## config.mk

```make
export PLATFORM = sky130hd
export DESIGN_NAME = ifsd_skip_decoder
export DESIGN_NICKNAME = d
export VERILOG_FILES = /design/src/pkg/ifsd_pkg.sv /design/src/verilog/ifsd_opcode_decode.sv /design/src/verilog/ifsd_flag_bank.sv /design/src/verilog/ifsd_skip_decoder.sv
export VERILOG_INCLUDE_DIRS = /design/src /design/src/pkg
export SDC_FILE = /design/constraint.sdc
export NUM_CORES = 1
export LEC_CHECK = 0
export BUFFER_PORTS_ARGS = -buffer_cell sky130_fd_sc_hd__buf_2
export CAP_MARGIN = 5
export CORE_UTILIZATION = 41
export CTS_CLUSTER_DIAMETER = 200
export DETAILED_ROUTE_END_ITERATION = 7
export PLACE_DENSITY_LB_ADDON = 0.08
export SYNTH_ARGS = -nofsm -noshare
export SYNTH_HDL_FRONTEND = slang
export SYNTH_HIERARCHICAL = 1
export SYNTH_SLANG_ARGS = --single-unit
```

## constraint.sdc

```tcl
create_clock -name mclk -period 1.3 [get_ports mclk]
set_input_delay 0.13 -clock mclk [delete_from_list [all_inputs] [get_ports mclk]]
set_output_delay 0.13 -clock mclk [all_outputs]
set_load 0.1 [all_outputs]
```

## src/pkg/ifsd_consts.svh

```systemverilog
// Constants for the interrupt flag skip decoder
`ifndef IFSD_CONSTS_SVH
`define IFSD_CONSTS_SVH
`define IFSD_OP_SERIAL     10'h288
`define IFSD_OP_TIMER_ONE  10'h280
`define IFSD_OP_TIMER_TWO  10'h281
`define IFSD_OP_TIMER_THREE 10'h282
`define IFSD_EN_SERIAL_BIT  3
`define IFSD_EN_T1_BIT      2
`define IFSD_EN_T2_BIT      3
`define IFSD_EN_T3_BIT      0
`define IFSD_FLAG_RESET     4'h0
`define IFSD_CTRL_RESET     4'h0
`define IFSD_SKIP_CYCLES    1
`endif

```

## src/pkg/ifsd_pkg.sv

```systemverilog
// Types for the interrupt flag skip decoder
package ifsd_pkg;
  typedef enum logic [2:0] {
    IFSD_NONE                     = 3'h0,
    IFSD_SKIP_ON_SERIAL_FLAG      = 3'h1,
    IFSD_SKIP_ON_TIMER_ONE_FLAG   = 3'h2,
    IFSD_SKIP_ON_TIMER_TWO_FLAG   = 3'h3,
    IFSD_SKIP_ON_TIMER_THREE_FLAG = 3'h4
  } ifsd_op_t;
  typedef enum logic [1:0] {
    IFSD_RUN  = 2'b00,
    IFSD_SKIP = 2'b01
  } ifsd_state_t;
  // Flag order: 0 serial, 1 timer one, 2 timer two, 3 timer three
  typedef struct packed {
    logic [3:0] set;
  } ifsd_flag_set_t;
  typedef struct packed {
    logic       valid;
    logic       skip;
    logic [3:0] clear;
  } ifsd_result_t;
endpackage

```

## src/verilog/ifsd_opcode_decode.sv

```systemverilog
// Opcode match for the four flag skip instructions
`include "ifsd_consts.svh"
module ifsd_opcode_decode
  import ifsd_pkg::*;
(
  input  wire logic [9:0] instr,
  output ifsd_op_t        op
);
  function automatic ifsd_op_t ifsd_match(input logic [9:0] w);
    ifsd_op_t r;
    r = IFSD_NONE;
    if (w == `IFSD_OP_SERIAL) begin
      r = IFSD_SKIP_ON_SERIAL_FLAG;
    end else if (w == `IFSD_OP_TIMER_ONE) begin
      r = IFSD_SKIP_ON_TIMER_ONE_FLAG;
    end else if (w == `IFSD_OP_TIMER_TWO) begin
      r = IFSD_SKIP_ON_TIMER_TWO_FLAG;
    end else if (w == `IFSD_OP_TIMER_THREE) begin
      r = IFSD_SKIP_ON_TIMER_THREE_FLAG;
    end
    return r;
  endfunction

  assign op = ifsd_match(instr);
endmodule

```

## src/verilog/ifsd_flag_bank.sv

```systemverilog
// Four sticky interrupt request flags
`include "ifsd_consts.svh"
module ifsd_flag_bank
  import ifsd_pkg::*;
(
  input  wire logic           mclk,
  input  wire logic           rst_n,
  input  wire ifsd_flag_set_t flag_set,
  input  wire logic [3:0]     flag_clear,
  output logic [3:0]          flags
);
  logic [3:0] next_flags;

  // Set wins over a clear in the same cycle so no request is lost
  genvar i;
  generate
    for (i = 0; i < 4; i++) begin : g_flag
      always_comb begin
        next_flags[i] = flag_set.set[i] | (flags[i] & ~flag_clear[i]);
      end
    end
  endgenerate

  always_ff @(posedge mclk or negedge rst_n) begin
    if (!rst_n) begin
      flags <= `IFSD_FLAG_RESET;
    end else begin
      flags <= next_flags;
    end
  end
endmodule

```

## src/verilog/ifsd_skip_decoder.sv

```systemverilog
// Flag skip instruction decoder and executor
`include "ifsd_consts.svh"
module ifsd_skip_decoder
  import ifsd_pkg::*;
(
  input  wire logic           mclk,
  input  wire logic           rst_n,
  input  wire logic           instr_valid,
  input  wire logic [9:0]     instr,
  input  wire logic [3:0]     irq_control_reg_one,
  input  wire logic [3:0]     irq_control_reg_two,
  input  wire ifsd_flag_set_t flag_set,
  input  wire logic           carry_in,
  output logic                skip_next,
  output logic                executed,
  output logic                carry_flag,
  output logic                serial_request_flag,
  output logic                timer_one_request_flag,
  output logic                timer_two_request_flag,
  output logic                timer_three_request_flag
);
  ifsd_op_t     op;
  logic [3:0]   flags;
  logic [3:0]   enables;
  ifsd_result_t res;
  logic [3:0]   clear_q;
  logic [3:0]   next_clear;
  logic         next_skip_next;
  logic         next_executed;
  logic         next_carry;
  logic [3:0]   next_req;
  logic [3:0]   req_q;

  ifsd_opcode_decode u_dec (
    .instr (instr),
    .op    (op)
  );

  ifsd_flag_bank u_flags (
    .mclk       (mclk),
    .rst_n      (rst_n),
    .flag_set   (flag_set),
    .flag_clear (next_clear),
    .flags      (flags)
  );

  assign enables = {irq_control_reg_two[`IFSD_EN_T3_BIT],
                    irq_control_reg_one[`IFSD_EN_T2_BIT],
                    irq_control_reg_one[`IFSD_EN_T1_BIT],
                    irq_control_reg_two[`IFSD_EN_SERIAL_BIT]};

  // Pick which flag the instruction tests; none when not a match
  function automatic logic [3:0] ifsd_select(input ifsd_op_t o);
    logic [3:0] s;
    s = 4'h0;
    case (o)
      IFSD_SKIP_ON_SERIAL_FLAG:      s = 4'h1;
      IFSD_SKIP_ON_TIMER_ONE_FLAG:   s = 4'h2;
      IFSD_SKIP_ON_TIMER_TWO_FLAG:   s = 4'h4;
      IFSD_SKIP_ON_TIMER_THREE_FLAG: s = 4'h8;
      default:                       s = 4'h0;
    endcase
    return s;
  endfunction

  always_comb begin
    logic [3:0] sel;
    logic [3:0] hit;
    sel = ifsd_select(op) & {4{instr_valid}};
    hit = sel & ~enables & flags;
    res.valid = |sel;
    // flag zero lets the next instruction run
    res.skip  = |hit;
    res.clear = hit;
    next_clear     = res.clear;
    next_skip_next = res.skip;
    next_executed  = res.valid;
    // carry is never touched by these instructions
    next_carry     = carry_in;
    // Set wins over clear here too, so the ports track the flag bank
    next_req       = flag_set.set | (flags & ~res.clear);
  end

  // Single-cycle execution: result is registered at the next edge
  always_ff @(posedge mclk or negedge rst_n) begin
    if (!rst_n) begin
      skip_next  <= 1'b0;
      executed   <= 1'b0;
      carry_flag <= 1'b0;
      clear_q    <= 4'h0;
      req_q      <= `IFSD_FLAG_RESET;
    end else begin
      skip_next  <= next_skip_next;
      executed   <= next_executed;
      carry_flag <= next_carry;
      clear_q    <= next_clear;
      req_q      <= next_req;
    end
  end

  assign serial_request_flag      = req_q[0];
  assign timer_one_request_flag   = req_q[1];
  assign timer_two_request_flag   = req_q[2];
  assign timer_three_request_flag = req_q[3];
endmodule

```

==> results of run 1 <==
-- state kept, by name (all words and copies together) (netlist names) --
name and cells:
skip_next 1, req_q 4, executed 1, carry_flag 1, u_flags/flags 4
-- cell type report --
type,instances,area [um^2]
Fill cell,80,227.7
Sequential cell,11,275.3
Timing Repair Buffer,44,292.8
Multi-Input combinational cell,33,309.0
Inverter,6,22.52
Clock buffer,4,26.28
Tap cell,14,17.52
-- through the flow --
step | setup slack, ns | utilization (%) | total power [W]
2_1_floorplan | -0.7419 | - | 0.0003837
3_3_place_gp | -0.7994 | 68.27 | 0.0004393
3_5_place_dp | -0.8290 | 68.27 | 0.0004412
4_1_cts | -0.4713 | 79.91 | 0.0006812
5_1_grt | -0.5470 | 80.56 | 0.0007037
6_report | -0.4835 | 80.56 | 0.0006727
-- synthesized netlist by cell type (2+ instances only) --
library cell	n	area, um^2
sky130_fd_sc_hd__nor2_1	2	7.510
sky130_fd_sc_hd__nor4_2	2	25.02
sky130_fd_sc_hd__a21o_1	7	52.55
sky130_fd_sc_hd__and3_1	2	12.51
sky130_fd_sc_hd__nor3_1	2	10.01
sky130_fd_sc_hd__dfrtp_1	11	275.3
sky130_fd_sc_hd__inv_1	6	22.52
sky130_fd_sc_hd__nand2b_1	2	12.51
-- worst max-delay path, stage by stage --
cell	delay (ns)
sky130_fd_sc_hd__buf_6	0.09
sky130_fd_sc_hd__or4b_4	0.57
sky130_fd_sc_hd__nor3_1	0.20
sky130_fd_sc_hd__buf_4	0.15
sky130_fd_sc_hd__nor2b_1	0.06
sky130_fd_sc_hd__and4_1	0.20
sky130_fd_sc_hd__or4_1	0.52
-- per-layer routing --
metal / track usage, % / vias to the layer above
met1: 23.44 / 261
li1: - / 276
met5: 0 / -
met3: 6.936 / 2
met4: 10.34 / 0
met2: 37.08 / 23
-- worst max path at each step --
stage / cells past startpoint / slack [ns] / startpoint / end
after floorplan: 5 / -0.74 / instr[6] / skip_next
after global placement: 6 / -0.80 / instr[6] / skip_next
after detailed placement: 6 / -0.83 / instr[6] / skip_next
after CTS: 6 / -0.47 / instr[2] / skip_next
after global routing: 6 / -0.55 / instr[2] / skip_next
final: 7 / -0.48 / instr[4] / skip_next
-- what timing repair did --
action / 4_1_cts / 5_1_grt
gates resized for setup: 15 / 0
buffers inserted: 3 / 1
hold buffers: 2 / 0
pin swaps: 11 / 0
hold endpoints to repair: 12 / 0
setup endpoints to repair: 9 / 10
-- power groups by stage --
stage | registers (W) | logic, W | clock network [W]
2_1_floorplan | 0.000364 | 0.0000195 | 0
3_3_place_gp | 0.000351 | 0.0000885 | 0
3_5_place_dp | 0.000351 | 0.0000904 | 0
4_1_cts | 0.000344 | 0.000103 | 0.000234
5_1_grt | 0.000344 | 0.000112 | 0.000248
6_report | 0.000344 | 0.000104 | 0.000225
-- cells by family (layout without fill, tap and decap cells) --
group	after synthesis	after routing
flip-flops	11	11
XOR/XNOR	1	1
buffers and inverters	6	54
AO/OA/AOI/OAI	9	9
AND/OR/NAND/NOR	23	23
-- layout by cell type (no fill, tap or decap) --
cell type,count
sky130_fd_sc_hd__nand2_1,1
sky130_fd_sc_hd__or4b_4,2
sky130_fd_sc_hd__nand2b_1,1
sky130_fd_sc_hd__clkbuf_1,1
sky130_fd_sc_hd__buf_6,6
sky130_fd_sc_hd__o21ai_2,1
sky130_fd_sc_hd__and4_1,1
sky130_fd_sc_hd__nand3_1,1
sky130_fd_sc_hd__nor3_1,1
sky130_fd_sc_hd__inv_1,5
sky130_fd_sc_hd__buf_4,10
sky130_fd_sc_hd__buf_2,26
sky130_fd_sc_hd__xnor2_1,1
sky130_fd_sc_hd__nor3_2,1
sky130_fd_sc_hd__and4b_4,1
sky130_fd_sc_hd__nand2b_4,1
sky130_fd_sc_hd__and3b_4,1
sky130_fd_sc_hd__nor2_1,2
sky130_fd_sc_hd__nor2b_1,1
sky130_fd_sc_hd__a21o_1,7
sky130_fd_sc_hd__clkbuf_4,3
sky130_fd_sc_hd__and3_1,1
sky130_fd_sc_hd__nand3b_1,1
sky130_fd_sc_hd__o21bai_1,1
sky130_fd_sc_hd__and3_4,1
sky130_fd_sc_hd__or3_1,1
sky130_fd_sc_hd__dfrtp_1,11
sky130_fd_sc_hd__or3b_2,1
sky130_fd_sc_hd__inv_2,1
sky130_fd_sc_hd__dlygate4sd3_1,2
sky130_fd_sc_hd__nor4_4,3
sky130_fd_sc_hd__or4_1,1
==> results_dict.tcl, run 1 <==
set metrics [dict create \
    outcome "complete, but fails checks" \
    failing_checks "setup timing" \
    cts_max_level 1 \
    finalCritPeriodShare_pct 137.2 \
    max-cap-violations 0 \
    dp_cells 102 \
    timing.rr.end "skip_next" \
    post_layout_inst_area_um2 943.4 \
    final_max_slew_viol_count 0 \
    drt-pass1-iter-count 4 \
    static-leakage-power_nw 0.4270 \
    stdcell_count 112 \
    power.share.sequential_pct 51.2 \
    worst-path-max-fanout 4 \
    grt_first_pass_wirelength_um 2076 \
    crit_type "input port to register" \
    arrival_ns 1.92 \
    critical_path_required_ns 1.43 \
    flow.area_growth_from_synthesis_pct 71.75 \
    wl_met3_um 91 \
    relSlewSlack_pct 67.77 \
    synth-compound-area-share_pct 11.85 \
    worstRegToRegCells 2 \
    worst_min_path_start "flag_set[1]" \
    grt.overflow.total 0 \
    swShare_pct 23.77 \
    timing.rr.start "u_flags/flags[3]" \
    finalHoldViolCount 0 \
    ys_seq_elements 11 \
    clock_power_share_pct 33.4 \
    fin_crit_ns 1.783 \
    yosysSeqAreaShare_pct 50.11 \
    irDropWorstVdd_uv 732.8 \
    synth-xor-area-share_pct 1.595 \
    synthFlopType "sky130_fd_sc_hd__dfrtp_1" \
    finalSetupViolCount 9 \
    gp_congestion 0.8024 \
    core_region_area_um2 1171 \
    ioPinCount 33 \
    worst_pin_slew_ns 0.4868 \
    worstHoldPathCells 2 \
    num_rows 12 \
    synthMuxAreaShare_pct 0 \
    synth_cell_types 24 \
    antenna_left 0 \
    comb_power_share_pct 15.4 \
    power_density_nw_per_um2 713.0 \
    grt_pass1_vias 503 \
    drc 0 \
    synth_top_family_by_area "simple AND/OR/NAND/NOR gates" \
    ys_async_sr_fraction_pct 100.0 \
    clk_transition_reported_paths_ns 0.07 \
    ys.warnings.count 6 \
    cts_made_buffers 3 \
    nets 125 \
    syn_inst 50 \
    drive_gt1_share_pct 59.18 \
    clock_sink_count 11 \
    syn_avg_cell_area_um2 10.99 \
    synth.net_count 76 \
    dr.first_iter.drc_count 13 \
    synth-edff-count 0 \
    post-route-worst-setup-slack_ns -0.4835 \
    yosys.area_share.adder_pct 0 \
    power_report.internal_total_w 0.0005128 \
    detailroute.wirelength.met2_um 680 \
    hold_path_end "u_flags/flags[1]" \
    end_kind "register" \
    final_wirelength_um 1370 \
    grt_max_degree 12 \
    placedInstanceArea_um2 799.5 \
    worst-r2r-setup-slack_ns 0.05 \
    dp.final_hpwl_um 957.9 \
    finalHoldWorstSlack_ns 0.06186 \
    hold_wc_path_type "input port to register" \
    start_util_pct 46.90 \
    dieWidth_um 38.60 \
    cts_tree "built" \
    rsz0062_at_grt "yes" \
    highest-signal-layer "met4" \
    largest_clock_skew_in_the_final_design_ns 0.0004602 \
    antenna_cells 0 \
    grt_usage_pct 21.53 \
    power_dissipated_by_switching_net_loads_w 0.0001599 \
    cts_buffer_depth 2 \
    clock.fmax_mhz 560.7 \
    die_height_um 38.60 \
    post_synth_simple_gate_area_pct 32.35 \
    cts.root.buffer_cell "sky130_fd_sc_hd__clkbuf_4" \
    route.detailed.wl_per_inst_um 12.23 \
    timing.critical_path.from_type "input port" \
    grt_antenna_before_repair 0 \
    clock_insertion_delay_worst_skew_ns 0.26 \
    vias_per_cell 5.018 \
    metal_1_wl_um 583 \
    netlist_area_um2 549.3 \
    design.die.area_um2 1490 \
    numPortBuffers 28 \
    vias 562 \
    setup_total_negative_slack_ns -2.419 \
]
Note: power is estimated with default switching activity, not from simulation.
==> inputs of run 2 (changes only) <==
Settings changed: CAP_MARGIN 5 to 15, CTS_CLUSTER_SIZE from default to 20, SKIP_CTS_REPAIR_TIMING from default to 1.
==> results_dict.tcl, run 2 (synthesis results as in run 1) <==
set metrics [dict create \
    outcome "complete, but fails checks" \
    failing_checks "setup timing" \
    fin_crit_ns 1.834 \
    timing.critical_path.from_type "input port" \
    worst_setup_path_endpoint "skip_next" \
    post_layout_inst_area_um2 947.2 \
    static-leakage-power_nw 0.4324 \
    irDropWorstVdd_uv 717.1 \
    num_rows 12 \
    grt_max_degree 12 \
    timing.rr.end "skip_next" \
    max-cap-violations 0 \
    dieWidth_um 38.60 \
    finalCritPeriodShare_pct 141.1 \
    critical_path_required_ns 1.43 \
    stdcell_count 113 \
    preCtsSetupSlack_ns -0.8290 \
    vias 565 \
    grt.overflow.total 0 \
    final_wirelength_um 1345 \
    dp.final_hpwl_um 957.9 \
    power_density_nw_per_um2 709.9 \
    design.die.area_um2 1490 \
    core_region_area_um2 1171 \
    clk_transition_reported_paths_ns 0.06 \
    layout.cells.most_common_list "sky130_fd_sc_hd__buf_2 (26), sky130_fd_sc_hd__buf_4 (13), sky130_fd_sc_hd__dfrtp_1 (11)" \
    die_height_um 38.60 \
    drive_gt1_share_pct 60.61 \
    clock_insertion_delay_worst_skew_ns 0.26 \
    grt_usage_pct 18.37 \
    worst_pin_slew_ns 0.4868 \
    drt-pass1-iter-count 4 \
    ioPinCount 33 \
    cts_tree "built" \
    worstRegToRegCells 2 \
    grt_antenna_before_repair 0 \
    cts_max_level 1 \
    clock.fmax_mhz 545.2 \
    fin_util_pct 80.88 \
    route.detailed.wl_per_inst_um 11.90 \
    hold_wc_path_type "input port to register" \
    finalHoldWorstSlack_ns 0.06079 \
    end_kind "register" \
    cts_made_buffers 3 \
    cts.root.buffer_cell "sky130_fd_sc_hd__clkbuf_4" \
    worst-r2r-setup-slack_ns 0.01 \
    post-route-worst-setup-slack_ns -0.5343 \
    antenna_cells 0 \
    nets 126 \
    dp_cells 102 \
    vias_per_cell 5.000 \
    finalSetupViolCount 9 \
    clock_sink_count 11 \
    grt_first_pass_wirelength_um 1766 \
    placedInstanceArea_um2 799.5 \
    drc 0 \
    grt_pass1_vias 445 \
    numPortBuffers 28 \
    cts_buffer_depth 2 \
    start_util_pct 46.90 \
    finalHoldViolCount 0 \
    layout_top_registers "req_q x4, u_flags/flags x4" \
    arrival_ns 1.96 \
    gp_congestion 0.8024 \
    crit_path_start "instr[4]" \
    dr.first_iter.drc_count 17 \
    rsz0062_at_grt "yes" \
    worst-path-max-fanout 3 \
    flow.area_growth_from_synthesis_pct 72.44 \
    final_common_cell "sky130_fd_sc_hd__buf_2" \
    antenna_left 0 \
    timing.rr.start "u_flags/flags[3]" \
    relSlewSlack_pct 67.77 \
    final_max_slew_viol_count 0 \
    largest_clock_skew_in_the_final_design_ns 0.0005017 \
    crit_type "input port to register" \
]
## run 2: worst min path at each step
stage | start | end | slack, ns | cells past startpoint
after CTS | rst_n | carry_flag | -0.28 | 1
after floorplan | rst_n | carry_flag | -0.17 | 0
after detailed placement | rst_n | carry_flag | 0.006 | 1
after global placement | rst_n | u_flags/flags[0] | 0.005 | 1
final | flag_set[1] | req_q[1] | 0.06 | 2
after global routing | flag_set[0] | u_flags/flags[0] | 0.06 | 2
## run 2: cell type report
cell class                 count  area, um^2
timing repair buffer          45       292.8
sequential                    11       275.3
inverter                       6       22.52
fill                          82       224.0
multi-input combinational     33       312.8
tap                           14       17.52
clock buffer                   4       26.28
## run 2: routing by layer
layer  wire (um)  GRT usage [%]  vias to the layer above
li1            -              -                      280
met1         553          19.78                      255
met2         674          30.42                       26
met3          90          6.936                        4
met4          27          10.34                        0
met5           0              0                        -
## run 2: critical path: stages
cell	delay, ns
sky130_fd_sc_hd__buf_6	0.09
sky130_fd_sc_hd__or4b_4	0.57
sky130_fd_sc_hd__nor4_4	0.25
sky130_fd_sc_hd__buf_4	0.17
sky130_fd_sc_hd__nor2_1	0.05
sky130_fd_sc_hd__and4_1	0.16
sky130_fd_sc_hd__or4_1	0.54
## run 2: through the flow
stage	TNS, ns	total power (W)
after floorplan	-3.441	0.0003837
after global placement	-4.950	0.0004393
after detailed placement	-4.944	0.0004412
after CTS	-2.161	0.0006686
after global routing	-2.693	0.0007060
final	-2.248	0.0006724
## run 2: power by group
part | switching (W) | internal [W] | total, W
Clock | 0.000105 | 0.000119 | 0.000224
Sequential | 0.000000351 | 0.000344 | 0.000344
Combinational | 0.0000540 | 0.0000503 | 0.000104
Total | 0.000160 | 0.000513 | 0.000672
==> inputs of run 3 (changes only) <==
==> constraint.sdc (replaced) <==
create_clock -name mclk -period 1.3 [get_ports mclk]
set_input_delay 0.065 -clock mclk [delete_from_list [all_inputs] [get_ports mclk]]
set_output_delay 0.065 -clock mclk [all_outputs]
set_load 0.1 [all_outputs]
==> results_dict.tcl, run 3 (synthesis results as in run 1) <==
set metrics [dict create \
    ioPinCount 33 \
    grt_max_degree 12 \
    cts_made_buffers 3 \
    core_region_area_um2 1171 \
    final_max_slew_viol_count 0 \
    clock_insertion_delay_worst_skew_ns 0.27 \
    crit_path_start "instr[8]" \
    gp_congestion 0.7541 \
    irDropWorstVdd_uv 694.5 \
    route.detailed.wl_per_inst_um 11.50 \
    finalHoldViolCount 0 \
    preCtsSetupSlack_ns -0.7525 \
    stdcell_count 111 \
    dp.final_hpwl_um 975.8 \
    critical_path_required_ns 1.44 \
    highest-signal-layer "met4" \
    timing.critical_path.from_type "input port" \
    worst_setup_path_endpoint "skip_next" \
    outcome "complete, but fails checks" \
    num_rows 12 \
    arrival_ns 1.90 \
    start_util_pct 46.90 \
    final_total_pwr_w 0.0006807 \
    finalCritPeriodShare_pct 135.4 \
    grt_antenna_before_repair 0 \
    grt_first_pass_wirelength_um 1683 \
    drt-pass1-iter-count 1 \
    hold_wc_path_type "input port to register" \
    fin_crit_ns 1.761 \
    clock_power_share_pct 33.6 \
    grt.overflow.total 0 \
    comb_power_share_pct 15.8 \
    antenna_cells 0 \
    worst_pin_slew_ns 0.4849 \
    max-cap-violations 0 \
    dp_cells 100 \
    antenna_left 0 \
    end_kind "register" \
    nets 124 \
    worst-r2r-setup-slack_ns 0.07 \
    timing.rr.end "skip_next" \
    rsz0062_at_grt "yes" \
    setup_total_negative_slack_ns -1.764 \
    cts_tree "built" \
    crit_type "input port to register" \
    power_report.internal_total_w 0.0005179 \
    vias 558 \
    failing_checks "setup timing" \
    wl_met3_um 87 \
    design.die.area_um2 1490 \
    static-leakage-power_nw 0.4138 \
    final_wirelength_um 1277 \
    power.share.sequential_pct 50.6 \
    metal_1_wl_um 529 \
    worst-path-max-fanout 4 \
    dr.first_iter.drc_count 0 \
    relSlewSlack_pct 67.90 \
    timing.rr.start "u_flags/flags[2]" \
    detailroute.wirelength.met2_um 628 \
    finalSetupViolCount 8 \
    grt_usage_pct 17.82 \
    post-route-worst-setup-slack_ns -0.4608 \
    power_density_nw_per_um2 751.5 \
    final_common_cell "sky130_fd_sc_hd__buf_2" \
    power_dissipated_by_switching_net_loads_w 0.0001628 \
    vias_per_cell 5.027 \
    drc 0 \
    cts_buffer_depth 2 \
    drive_gt1_share_pct 50.52 \
    cts_max_level 1 \
    numPortBuffers 28 \
    clk_transition_reported_paths_ns 0.06 \
    worstRegToRegCells 2 \
    cts.root.buffer_cell "sky130_fd_sc_hd__clkbuf_4" \
    layout.cells.most_common_list "sky130_fd_sc_hd__buf_2 (27), sky130_fd_sc_hd__dfrtp_1 (11), sky130_fd_sc_hd__buf_4 (8)" \
    clock_sink_count 11 \
    dieWidth_um 38.60 \
    largest_clock_skew_in_the_final_design_ns 0.0002517 \
    flow.area_growth_from_synthesis_pct 64.92 \
    die_height_um 38.60 \
    layout_top_registers "req_q x4, u_flags/flags x4" \
    fin_util_pct 77.35 \
    clock.fmax_mhz 567.9 \
    grt_pass1_vias 411 \
    swShare_pct 23.91 \
]
## run 3: metal layers
layer	vias up	track usage, %
met2	22	28.75
li1	273	-
met1	259	18.48
met5	-	0
met3	4	6.936
met4	0	12.93
## run 3: power groups by stage
stage                     combinational [W]  sequential, W  clock, W
final                              0.000108       0.000344  0.000229
after global routing               0.000116       0.000344  0.000261
after CTS                         0.0000878       0.000344  0.000241
after detailed placement          0.0000876       0.000351         0
after global placement            0.0000857       0.000351         0
after floorplan                   0.0000195       0.000364         0
## run 3: per-stage QoR
| stage | hold WS, ns | cell area, um^2 |
|---|---|---|
| global placement | -0.05944 | 784.5 |
| CTS | -0.3550 | 810.8 |
| detailed placement | -0.05776 | 784.5 |
| global route | 0.07145 | 905.9 |
| floorplan | -0.2306 | 566.8 |
| finish | 0.07254 | 905.9 |
## run 3: area by class of cell
cell class              count  area [um^2]
clock buffers               4        26.28
fillers                    73        265.3
inverters                   6        22.52
multi-input cells          33        286.5
flip-flops and latches     11        275.3
well taps                  14        17.52
repair buffers             43        277.8
## run 3: worst min-delay path by stage
stage / endpoint / cells after the start / from / slack [ns]
4_1_cts: carry_flag / 1 / rst_n / -0.35
3_3_place_gp: u_flags/flags[0] / 1 / rst_n / -0.06
2_1_floorplan: carry_flag / 0 / rst_n / -0.23
6_report: executed / 2 / instr_valid / 0.07
3_5_place_dp: carry_flag / 1 / rst_n / -0.06
5_1_grt: executed / 2 / instr_valid / 0.07
## run 3: worst max-delay path, stage by stage
cell                      delay (ns)
sky130_fd_sc_hd__buf_2          0.10
sky130_fd_sc_hd__or4b_4         0.55
sky130_fd_sc_hd__nor4_4         0.23
sky130_fd_sc_hd__and3b_4        0.25
sky130_fd_sc_hd__and4b_4        0.19
sky130_fd_sc_hd__or4_1          0.51
